$ cat src/hw/mie_pkg.sv
// shared constants for the move-instruction execute block
package mie_pkg;
  localparam int INSTR_W = 12;
  localparam int DATA_W = 8;
  localparam int FADDR_W = 5;
  // field positions inside the instruction word
  localparam int FADDR_LSB = 0;
  localparam int DEST_BIT = 5;
  localparam int LIT_LSB = 0;
  // opcode masks and match patterns
  localparam logic [INSTR_W-1:0] COPY_MASK = 12'hfc0;
  localparam logic [INSTR_W-1:0] COPY_PAT = 12'h200;
  localparam logic [INSTR_W-1:0] LIT_MASK = 12'hf00;
  localparam logic [INSTR_W-1:0] LIT_PAT = 12'hc00;
  localparam logic [INSTR_W-1:0] STORE_MASK = 12'hfe0;
  localparam logic [INSTR_W-1:0] STORE_PAT = 12'h020;
  localparam logic [INSTR_W-1:0] OPT_WORD = 12'h002;
  // reset values
  localparam logic [DATA_W-1:0] ACCUM_RST = 8'h00;
  localparam logic [DATA_W-1:0] ZERO_DATA = 8'h00;
  localparam logic [FADDR_W-1:0] FADDR_RST = 5'h00;
  localparam logic [INSTR_W-1:0] INSTR_RST = 12'h000;
  // execute stage states
  typedef enum logic [1:0] {
    ST_IDLE = 2'b01,
    ST_EXEC = 2'b10
  } mie_state_type;
endpackage

$ cat src/hw/mie_dec_if.sv
`timescale 1ns/10ps
`default_nettype none
// decoded view of one instruction word
interface mie_dec_if;
  logic [mie_pkg::INSTR_W-1:0] instr;
  logic is_copy;
  logic is_lit;
  logic is_store;
  logic is_opt;
  logic dest_file;
  logic [mie_pkg::FADDR_W-1:0] faddr;
  logic [mie_pkg::DATA_W-1:0] lit;
  modport dec (input instr, output is_copy, is_lit, is_store, is_opt, dest_file, faddr, lit);
  modport exe (output instr, input is_copy, is_lit, is_store, is_opt, dest_file, faddr, lit);
endinterface
`default_nettype wire

$ cat src/hw/mie_decoder.sv
`timescale 1ns/10ps
`default_nettype none
// pure pattern match; words that match nothing decode to no operation here
module mie_decoder (
  // decoded word
  mie_dec_if.dec d
);
  // field extraction and opcode match
  always_comb
  begin
    d.is_copy = (d.instr & mie_pkg::COPY_MASK) == mie_pkg::COPY_PAT;
    d.is_lit = (d.instr & mie_pkg::LIT_MASK) == mie_pkg::LIT_PAT;
    d.is_store = (d.instr & mie_pkg::STORE_MASK) == mie_pkg::STORE_PAT;
    d.is_opt = d.instr == mie_pkg::OPT_WORD;
    d.dest_file = d.instr[mie_pkg::DEST_BIT];
    d.faddr = d.instr[mie_pkg::FADDR_LSB +: mie_pkg::FADDR_W];
    d.lit = d.instr[mie_pkg::LIT_LSB +: mie_pkg::DATA_W];
  end
endmodule
`default_nettype wire

$ cat src/hw/mie_exec.sv
`timescale 1ns/10ps
`default_nettype none
module mie_exec #(
  parameter logic [7:0] OPTION_RESET = 8'h00
) (
  // clock and reset
  input wire logic sys_clk,
  input wire logic rstn,
  // instruction from fetch
  input wire logic instr_valid,
  input wire logic [mie_pkg::INSTR_W-1:0] instr_word,
  // file register read port
  output logic [mie_pkg::FADDR_W-1:0] file_rd_addr,
  input wire logic [mie_pkg::DATA_W-1:0] file_rd_data,
  // file register write port
  output logic file_wr_en,
  output logic [mie_pkg::FADDR_W-1:0] file_wr_addr,
  output logic [mie_pkg::DATA_W-1:0] file_wr_data,
  // architectural state
  output logic [mie_pkg::DATA_W-1:0] accum,
  output logic zero_flag,
  output logic zero_upd,
  output logic [mie_pkg::DATA_W-1:0] option_reg,
  // completion
  output logic done
);
  mie_pkg::mie_state_type st_q;
  mie_pkg::mie_state_type st_d;
  logic [mie_pkg::INSTR_W-1:0] ex_instr_q;
  logic [mie_pkg::INSTR_W-1:0] ex_instr_d;
  logic [mie_pkg::FADDR_W-1:0] rd_addr_q;
  logic [mie_pkg::FADDR_W-1:0] rd_addr_d;
  logic wen_q;
  logic wen_d;
  logic [mie_pkg::FADDR_W-1:0] waddr_q;
  logic [mie_pkg::FADDR_W-1:0] waddr_d;
  logic [mie_pkg::DATA_W-1:0] wdata_q;
  logic [mie_pkg::DATA_W-1:0] wdata_d;
  logic [mie_pkg::DATA_W-1:0] w_q;
  logic [mie_pkg::DATA_W-1:0] w_d;
  logic z_q;
  logic z_d;
  logic zupd_q;
  logic zupd_d;
  logic [mie_pkg::DATA_W-1:0] opt_q;
  logic [mie_pkg::DATA_W-1:0] opt_d;
  logic done_q;
  logic done_d;
  logic exec;
  logic fwd;
  logic [mie_pkg::DATA_W-1:0] src;

  mie_dec_if dif ();

  // decode the word held in the execute stage
  assign dif.instr = ex_instr_q;

  mie_decoder u_dec (
    .d (dif.dec)
  );

  // a write issued last cycle lands in the file only at this edge, so forward it
  assign exec = st_q == mie_pkg::ST_EXEC;
  assign fwd = wen_q && (waddr_q == dif.faddr);
  assign src = fwd ? wdata_q : file_rd_data;

  // fetch side: every word is taken, the read address is launched from a flop
  always_comb
  begin
    st_d = instr_valid ? mie_pkg::ST_EXEC : mie_pkg::ST_IDLE;
    ex_instr_d = instr_valid ? instr_word : ex_instr_q;
    rd_addr_d = instr_valid ? instr_word[mie_pkg::FADDR_LSB +: mie_pkg::FADDR_W] : rd_addr_q;
  end

  always_ff @(posedge sys_clk or negedge rstn)
  begin
    if (!rstn)
    begin
      st_q <= mie_pkg::ST_IDLE;
      ex_instr_q <= mie_pkg::INSTR_RST;
      rd_addr_q <= mie_pkg::FADDR_RST;
    end
    else
    begin
      st_q <= st_d;
      ex_instr_q <= ex_instr_d;
      rd_addr_q <= rd_addr_d;
    end
  end

  // execute: one instruction per cycle, unknown words fall through untouched
  always_comb
  begin
    w_d = w_q;
    z_d = z_q;
    zupd_d = 1'b0;
    opt_d = opt_q;
    wen_d = 1'b0;
    waddr_d = waddr_q;
    wdata_d = wdata_q;
    done_d = 1'b0;
    if (exec)
    begin
      if (dif.is_copy)
      begin
        if (dif.dest_file)
        begin
          wen_d = 1'b1;
          waddr_d = dif.faddr;
          wdata_d = src;
        end
        else
        begin
          w_d = src;
        end
        z_d = src == mie_pkg::ZERO_DATA;
        zupd_d = 1'b1;
        done_d = 1'b1;
      end
      else if (dif.is_lit)
      begin
        w_d = dif.lit;
        done_d = 1'b1;
      end
      else if (dif.is_store)
      begin
        wen_d = 1'b1;
        waddr_d = dif.faddr;
        wdata_d = w_q;
        done_d = 1'b1;
      end
      else if (dif.is_opt)
      begin
        opt_d = w_q;
        done_d = 1'b1;
      end
      else
      begin
        done_d = 1'b0; // not ours: another unit executes it
      end
    end
  end

  always_ff @(posedge sys_clk or negedge rstn)
  begin
    if (!rstn)
    begin
      w_q <= mie_pkg::ACCUM_RST;
      z_q <= 1'b0;
      zupd_q <= 1'b0;
      opt_q <= OPTION_RESET;
      wen_q <= 1'b0;
      waddr_q <= mie_pkg::FADDR_RST;
      wdata_q <= mie_pkg::ZERO_DATA;
      done_q <= 1'b0;
    end
    else
    begin
      w_q <= w_d;
      z_q <= z_d;
      zupd_q <= zupd_d;
      opt_q <= opt_d;
      wen_q <= wen_d;
      waddr_q <= waddr_d;
      wdata_q <= wdata_d;
      done_q <= done_d;
    end
  end

  // outputs straight from flops
  assign file_rd_addr = rd_addr_q;
  assign file_wr_en = wen_q;
  assign file_wr_addr = waddr_q;
  assign file_wr_data = wdata_q;
  assign accum = w_q;
  assign zero_flag = z_q;
  assign zero_upd = zupd_q;
  assign option_reg = opt_q;
  assign done = done_q;
endmodule
`default_nettype wire

$ cat config.mk
export PLATFORM = sky130hd
export DESIGN_NAME = mie_exec
export DESIGN_NICKNAME = d
export VERILOG_FILES = /design/src/hw/mie_pkg.sv /design/src/hw/mie_dec_if.sv /design/src/hw/mie_decoder.sv /design/src/hw/mie_exec.sv
export SDC_FILE = /design/constraint.sdc
export NUM_CORES = 1
export LEC_CHECK = 0
export BUFFER_PORTS_ARGS = -buffer_cell sky130_fd_sc_hd__buf_2
export CAP_MARGIN = 20
export CORE_ASPECT_RATIO = 2
export CORE_UTILIZATION = 50
export DETAILED_ROUTE_END_ITERATION = 8
export PLACE_DENSITY = 0.8
export SETUP_SLACK_MARGIN = 0.02
export SYNTH_ARGS = -nofsm -noshare
export SYNTH_HDL_FRONTEND = slang
export SYNTH_SLANG_ARGS = --single-unit
$ cat constraint.sdc
create_clock -name sys_clk -period 2.4 [get_ports sys_clk]
set_input_delay 0.24 -clock sys_clk [delete_from_list [all_inputs] [get_ports sys_clk]]
set_output_delay 0.24 -clock sys_clk [all_outputs]
set_load 0.01 [all_outputs]
==> reports/metrics.yaml, run 1 <==
yosys:
  synth.top_cells.by_area: "dfrtp_1 52%, mux2_2 7.6%, mux2_1 5.6%"
  synth_enable_flop_cells: 0
  synth_most_common_cell: "dfrtp_1"
  syn_nets: 227
  synthTopCellsByCount: "46 x dfrtp_1, 31 x nand2_1, 19 x nor2_1, 15 x mux2_2, 12 x o21ai_1"
  synth_compound_area_frac: 0.09400
  synth_fa_ha_area_frac: 0
  yosys.area_share.simple: 0.1648
  netlist_instances: 204
  yosysUniqueCellTypes: 38
  async_flop_share: 1.000
  synth_ff_type: "dfrtp_1"
  ys.warnings.count: 0
  syn_avg_cell_area_um2: 10.83
  synth_top_family_by_area: "simple AND/OR/NAND/NOR gates"
  synth_area_um2: 2210
  ys_ff_latch: 47
  ys_seq_area_frac: 0.5328
  netlist.area_leader.share: 0.5210
  synth-xor-area-share: 0.01982
  synth_mux_area_frac: 0.1416
  yosys.area.top_type: "dfrtp_1"
worst_setup_path:
  worstPathRequired_ps: 2590
  r2r-end: "option_reg[7]$_DFFE_PN0P_"
  reg2reg_slack_ps: 260
  cp.arrival_ps: 2330
  endpoint_kind: "flop"
  crit_type: "reg -> reg"
  worstRegToRegCells: 4
  cp_max_fo: 9
  startpoint_type: "flop"
  r2r_start: "dif.instr[6]$_DFFE_PN0P_"
clock_network:
  path_clk_slew_ps: 80
  cts.sink_count: 47
  htree_num_levels: 2
  cts_setup_buffers: 0
  numCtsBuffers: 5
  max-clock-path-buffers: 2
  insertion_delay_ps: 310
  root_buffer: "clkbuf_8"
  cts_tree: "built"
cells_and_area:
  antenna_cells: 0
  drive_above_1_share: 0.3741
  design_area_um2: 2675
  area_growth_pct: 21.06
  final_util: 0.6415
  largest_reg_flops: 12
  nNetsFinal: 292
floorplanning:
  io_pins: 61
  die_h_um: 96.01
  die_area_um2: 4705
  die_width_um: 49.01
  start_util: 0.5299
  rows: 33
  core_area_um2: 4170
global_route:
  track_usage: 0.2251
  grt_overflow: 0
  grt_pass1_vias: 1577
  grt_max_degree: 29
  grt_pass1_wl_um: 7596
  antenna_found_initial: 0
placed_design:
  dpl.hpwl_um: 3836
  gp_congestion: 0.7726
  io_buffers: 60
  placed_area_um2: 2565
pwr:
  ir_worst_vdd_v: 0.0005652
  p_per_area_nw_per_um2: 743.7
  p_leak_nw: 1.335
  finalPower_mw: 1.989
drt:
  vias: 1666
  wl_um: 4769
  drt_pass1_iterations: 4
  vias_per_cell: 5.174
  ant_nets: 0
  drc: 0
  avgRoutedWirePerCell_um: 14.81
  drtIter0Drc: 50
timing:
  skew_ps: 8.219
  grt_setup_unrepaired: "no"
  tightest_slew_ps: 524.8
  finalCritPeriodShare: 0.8906
  hold_slack_ps: 146.9
  max-slew-margin-rel: 0.6492
  min_period_ps: 2137
  tns_ps: 0
  fmax_ghz: 0.4678
  slew_violations: 0
  setup_viol: 0
  final_hold_viol_count: 0
min_path:
  min_path_type: "in -> reg"
  hold_path_depth: 3
  hp-start: "instr_word[10]"
  min_to: "dif.instr[10]$_DFFE_PN0P_"
outcome:
  status: "finished, final reports clean"
run:
  maxCapViolCount: 0
metal layers:
layer / share of wire / wire length [µm] / vias to the layer above / global-route usage
li1: - / - / 835 / -
met1: 0.37 / 1770 / 777 / 0.2279
met2: 0.57 / 2707 / 45 / 0.4329
met3: 0.038 / 181 / 9 / 0.04581
met4: 0.023 / 110 / 0 / 0.1029
met5: 0 / 0 / - / 0
area by class of cell:
cell class | count | area [µm²]
inverters | 3 | 11.26
clock buffers | 8 | 100.1
fillers | 370 | 1495
flip-flops and latches | 47 | 1177
well taps | 52 | 65.06
multi-input cells | 140 | 928.4
repair buffers | 72 | 392.9
logic make-up after synthesis:
family,Yosys count
muxes,28
and+or+nand+nor,73
xor gates and xnor gates,5
buffers and inverters,17
DFF,47
AOI/OAI and AO/OA,34
power by group:
group	switching (mW)	internal [mW]
clock	0.249	0.263
combinational	0.215	0.197
sequential	0.145	0.921
total	0.609	1.38
critical path, cell delays in order, from the launching register on:
cell and delay, ps:
dfrtp_1 420, or4_4 570, nor3_2 210, and4_1 450, mux2_1 360
stage by stage:
stage / instances / setup slack (ps)
after global routing: 322 / 155.9
final: 322 / 262.6
after CTS: 322 / 248.8
after detailed placement: 313 / 266.3
after floorplan: 204 / 491.9
after global placement: 313 / 318.2
how the worst max path moves through the flow:
stage                             start                        end  cells past startpoint
2_1_floorplan  dif.instr[7]$_DFFE_PN0P_  option_reg[6]$_DFFE_PN0P_                      5
3_3_place_gp   dif.instr[7]$_DFFE_PN0P_  option_reg[6]$_DFFE_PN0P_                      4
3_5_place_dp   dif.instr[7]$_DFFE_PN0P_  option_reg[2]$_DFFE_PN0P_                      4
4_1_cts        dif.instr[7]$_DFFE_PN0P_  option_reg[7]$_DFFE_PN0P_                      4
5_1_grt        dif.instr[7]$_DFFE_PN0P_  option_reg[7]$_DFFE_PN0P_                      4
6_report       dif.instr[6]$_DFFE_PN0P_  option_reg[7]$_DFFE_PN0P_                      4
repair_timing:
item | 4_1_cts | 5_1_grt
hold endpoints to repair | 18 | 0
hold buffers | 1 | 0
resized for setup | 0 | 0
cell usage in the layout, fill, tap and decap left out, types with 2 or more instances in the layout:
cell type / instances
xor2_1: 4
buf_4: 11
nor2_1: 19
mux2_2: 15
inv_1: 2
dfrtp_1: 46
nand3b_1: 2
nand2_1: 31
mux2_1: 11
and3_1: 2
nand3_1: 2
o31ai_1: 6
nor3_2: 2
nor4_1: 6
o21ai_1: 12
buf_2: 60
clkbuf_8: 7
a21oi_1: 9
mux2i_1: 2
nand2b_1: 2
Power figures use the tool's default switching activity.
==> run 2: changes to the inputs <==
==> constraint.sdc (replaced) <==
create_clock -name sys_clk -period 2.6 [get_ports sys_clk]
set_input_delay 0.26 -clock sys_clk [delete_from_list [all_inputs] [get_ports sys_clk]]
set_output_delay 0.26 -clock sys_clk [all_outputs]
set_load 0.01 [all_outputs]
==> run 2 against run 1 <==
Against the previous run:
- clock-buffer cell count stayed put
- clock skew hardly changed
- utilization down 1.6 points
- flip-flop and latch count did not move
- die area is the same
- sequential share of layout area is 1.1 points higher
- via count increased by 1.4%
- routed wire length fell by 0.23%
- critical path type unchanged
==> reports/metrics.yaml, run 2 (same netlist as run 1, synthesis figures left out) <==
cells_and_area:
  drive_above_1_share: 0.3473
  area_growth_pct: 18.01
  antenna_cells: 0
  design_area_um2: 2608
  largest_reg_flops: 12
  final_cell_mix: "60 x buf_2, 46 x dfrtp_1, 31 x nand2_1"
  nNetsFinal: 284
  final_common_cell: "buf_2"
placed_design:
  placed_area_um2: 2497
  dpl.hpwl_um: 3601
  gp_congestion: 0.8464
  io_buffers: 60
worst_setup_path:
  cp_max_fo: 9
  cp.arrival_ps: 2440
  endpoint_kind: "flop"
  startpoint_type: "flop"
  worstPathRequired_ps: 2780
  crit_type: "reg -> reg"
floorplanning:
  core_area_um2: 4170
  die_area_um2: 4705
  die_h_um: 96.01
  die_width_um: 49.01
  start_util: 0.5299
  io_pins: 61
  rows: 33
min_path:
  min_path_type: "in -> reg"
timing:
  final_hold_viol_count: 0
  max-slew-margin-rel: 0.6410
  hold_slack_ps: 169.8
  min_period_ps: 2258
  slew_violations: 0
  fmax_ghz: 0.4429
  grt_setup_unrepaired: "no"
  skew_ps: 8.607
  tightest_slew_ps: 535.5
  tns_ps: 0
  setup_viol: 0
  finalCritPeriodShare: 0.8685
global_route:
  grt_overflow: 0
  grt_pass1_vias: 1536
  track_usage: 0.2157
  grt_pass1_wl_um: 7424
  antenna_found_initial: 0
  grt_max_degree: 48
drt:
  vias: 1690
  vias_per_cell: 5.382
  drtIter0Drc: 67
  drt_pass1_iterations: 4
  wl_um: 4758
  avgRoutedWirePerCell_um: 15.15
  drc: 0
  ant_nets: 0
outcome:
  status: "finished, final reports clean"
clock_network:
  numCtsBuffers: 5
  max-clock-path-buffers: 2
  root_buffer: "clkbuf_8"
  cts_setup_buffers: 0
  htree_num_levels: 2
  cts.sink_count: 47
  path_clk_slew_ps: 70
  insertion_delay_ps: 300
  cts_tree: "built"
  cts_resized: 0
pwr:
  p_leak_nw: 1.287
  p_per_area_nw_per_um2: 681.1
  ir_worst_vdd_v: 0.0004606
run:
  maxCapViolCount: 0
[run 2: cell types whose count changed in the layout (fill, tap and decap cells not counted)]
cell      delta
buf_4        -9
clkbuf_1     +2
clkbuf_8     -2
buf_12       +1
[run 2: critical path, cell delays in order (launching register included)]
cell and delay, ps:
dfrtp_1 420, or4_4 590, nor3_2 220, and4_1 540
mux2_1 380
[run 2: final cells by class]
cell class              instances  area, µm²
well taps                      52      65.06
flip-flops and latches         47       1177
inverters                       3      11.26
repair buffers                 64      345.3
multi-input cells             140      928.4
clock buffers                   8      80.08
fillers                       391       1563
[run 2: timing repair]
item | 4_1_cts | 5_1_grt
endpoints found under the hold margin | 0 | 9
setup endpoints to repair | 0 | 0
hold buffers | 0 | 1
[run 2: layer usage]
metal / global-route usage / wire length, µm / vias up
met3: 0.03791 / 181 / 11
met5: 0 / 0 / -
met4: 0.1054 / 117 / 0
met1: 0.2272 / 1874 / 813
met2: 0.4063 / 2585 / 50
li1: - / - / 816
[run 2: stage by stage]
step	util	setup WS, ps	power (mW)	std cells
detailed placement	0.5989	353.1	1.372	304
CTS	0.6181	326.7	1.784	312
global placement	0.5989	397.5	1.362	304
global route	0.6253	243.3	1.868	314
finish	0.6253	342.0	1.776	314
floorplan	-	691.9	1.179	204
[run 2: power breakdown]
group,total (mW),switching [mW],internal [mW],leakage [nW]
clock,0.418,0.227,0.191,0.0395
combinational,0.367,0.190,0.176,0.684
sequential,0.991,0.141,0.850,0.564
[run 2: worst paths after layout]
kind | endpoint | start | cells past startpoint | slack [ps]
max in group asynchronous | st_q[0]$_DFF_PN1_ | rstn | 3 | 1710
min reg2reg | option_reg[2]$_DFFE_PN0P_ | option_reg[2]$_DFFE_PN0P_ | 1 | 490
max reg2reg | option_reg[6]$_DFFE_PN0P_ | dif.instr[7]$_DFFE_PN0P_ | 4 | 340
min in group asynchronous | option_reg[2]$_DFFE_PN0P_ | rstn | 2 | 340
min | dif.instr[10]$_DFFE_PN0P_ | instr_word[10] | 3 | 170
max | option_reg[6]$_DFFE_PN0P_ | dif.instr[7]$_DFFE_PN0P_ | 4 | 340
==> run 3: changes to the inputs <==
--- a/config.mk
+++ b/config.mk
@@ -8,8 +8,10 @@
 export BUFFER_PORTS_ARGS = -buffer_cell sky130_fd_sc_hd__buf_2
 export CAP_MARGIN = 20
 export CORE_ASPECT_RATIO = 2
+export CORE_MARGIN = 2
 export CORE_UTILIZATION = 50
 export DETAILED_ROUTE_END_ITERATION = 8
+export MAX_ROUTING_LAYER = met4
 export PLACE_DENSITY = 0.8
 export SETUP_SLACK_MARGIN = 0.02
 export SYNTH_ARGS = -nofsm -noshare
==> run 3 against run 2 <==
Against the previous run:
- sequential share of layout area fell by 0.81 points
- global-route usage up 1.2 points
- utilization decreased by 0.73 points
- setup slack better by 60 ps
- combinational power is 3% higher
- clock power is 31% higher
- die area grew 6.2%
- first-iteration DRC count grew 22%
==> reports/metrics.yaml, run 3 (same netlist as run 1, synthesis figures left out) <==
clock_network:
  cts_tree: "built"
  cts_resized: 0
  htree_num_levels: 2
  max-clock-path-buffers: 2
  path_clk_slew_ps: 80
  insertion_delay_ps: 300
  numCtsBuffers: 5
  root_buffer: "clkbuf_8"
  cts_setup_buffers: 0
  cts.sink_count: 47
worst_setup_path:
  crit_type: "reg -> reg"
  critPathSlowestCell: "or4_4"
  worstSetupPathDepth: 4
  cp_cell_sequence: "or4_4 > nor3_2 > and4_1 > mux2_1"
  max_stage_delay_ps: 590
  cp.arrival_ps: 2380
  cp_num_buf_inv: 0
  worstRegToRegCells: 4
  cp_max_fo: 9
  startpoint_type: "flop"
  r2r_start: "dif.instr[7]$_DFFE_PN0P_"
  crit_family: "simple AND/OR/NAND/NOR gates"
  endpoint_kind: "flop"
  worstPathRequired_ps: 2780
  crit_start: "dif.instr[7]$_DFFE_PN0P_"
min_path:
  hp-start: "instr_word[10]"
  min_path_type: "in -> reg"
  hold_path_depth: 3
floorplanning:
  io_pins: 61
  core_area_um2: 4297
  die_area_um2: 4999
  die_width_um: 51.01
  start_util: 0.5143
  die_h_um: 98.01
  rows: 34
pwr:
  sw_frac_of_total: 0.3014
  comb_power_share: 0.197
  p_per_area_nw_per_um2: 722.2
  p_int_mw: 1.340
  p_leak_nw: 1.314
  finalPower_mw: 1.917
  seqPwrFrac: 0.517
  switchingPower_mw: 0.5778
  clkPwrFrac: 0.286
  ir_worst_vdd_v: 0.0004879
timing:
  max-slew-margin-rel: 0.6385
  fmax_ghz: 0.4550
  tightest_slew_ps: 540.7
  hold_slack_ps: 160.4
  skew_ps: 3.410
  min_period_ps: 2198
  final_hold_viol_count: 0
  setup_viol: 0
  tns_ps: 0
  slew_violations: 0
  finalCritPeriodShare: 0.8453
  grt_setup_unrepaired: "no"
cells_and_area:
  antenna_cells: 0
  final_cell_mix: "60 x buf_2, 46 x dfrtp_1, 31 x nand2_1"
  final_common_cell: "buf_2"
  area_growth_pct: 20.16
  drive_above_1_share: 0.3612
  largest_reg_flops: 12
  nNetsFinal: 285
global_route:
  grt_pass1_wl_um: 8204
  antenna_found_initial: 0
  grt_pass1_vias: 1735
  grt_max_degree: 48
  track_usage: 0.2277
  grt_overflow: 0
drt:
  drtIter0Drc: 82
  vias_per_cell: 5.498
  wl_um: 4970
  vias: 1743
  avgRoutedWirePerCell_um: 15.68
  drt_pass1_iterations: 4
  ant_nets: 0
  drc: 0
placed_design:
  gp_congestion: 0.8828
  io_buffers: 60
  dpl.hpwl_um: 3806
run:
  maxCapViolCount: 0
outcome:
  status: "finished, final reports clean"
-- run 3: changes by cell type in the layout (fill, tap and decap cells not counted), sizes merged --
| cell | change |
|---|---|
| buf | +1 |
| clkbuf | -2 |
| bufinv | +1 |
| clkinv | +1 |
-- run 3: path summary, 6_finish.rpt --
path                                             end  slack (ps)
max                        option_reg[4]$_DFFE_PN0P_         400
min                        dif.instr[10]$_DFFE_PN0P_         160
max reg2reg                option_reg[4]$_DFFE_PN0P_         400
min reg2reg                option_reg[6]$_DFFE_PN0P_         490
max in group asynchronous          st_q[0]$_DFF_PN1_        1800
min in group asynchronous  option_reg[1]$_DFFE_PN0P_         300
-- run 3: timing repair --
action,CTS,global route
endpoints found under the hold margin,0,4
setup endpoints to repair,0,0
hold buffers,0,1
-- run 3: cell type report --
class / count / area [µm²]
fillers: 388 / 1642
flip-flops and latches: 47 / 1177
multi-input cells: 140 / 928.4
repair buffers: 65 / 352.8
clock buffers: 6 / 82.58
well taps: 54 / 67.56
clock inverters: 2 / 35.03
inverters: 3 / 11.26
-- run 3: power by group through the flow --
| stage | Sequential (mW) | Combinational (mW) | Clock [mW] |
|---|---|---|---|
| 3_3_place_gp | 1.00 | 0.366 | 0 |
| 5_1_grt | 1.01 | 0.424 | 0.594 |
| 4_1_cts | 0.990 | 0.379 | 0.557 |
| 6_report | 0.990 | 0.379 | 0.548 |
| 2_1_floorplan | 1.02 | 0.163 | 0 |
| 3_5_place_dp | 1.00 | 0.377 | 0 |
-- run 3: layer usage --
metal,wire length (µm),GRT usage,up-vias,part of all wire
li1,-,-,821,-
met1,1739,0.2331,841,0.35
met2,2822,0.3946,69,0.57
met3,239,0.04893,12,0.048
met4,169,0.1123,0,0.034
met5,0,-,-,0
-- run 3: metrics by stage --
stage                     instances    util  setup WS, ps  cell area (µm²)
after detailed placement        307  0.5836         424.8             2507
after CTS                       315  0.6109         410.8             2625
final                           317  0.6179         402.2             2655
after floorplan                 204       -         691.9             2210
after global placement          307  0.5836         496.2             2507
after global routing            317  0.6179         305.8             2655
-- run 3: worst reg2reg max path, delay by kind of cell, from the launching register on --
family | cells | cell delay [ps]
muxes | 1 | 380
and+or+nand+nor | 3 | 1300
DFF | 1 | 410
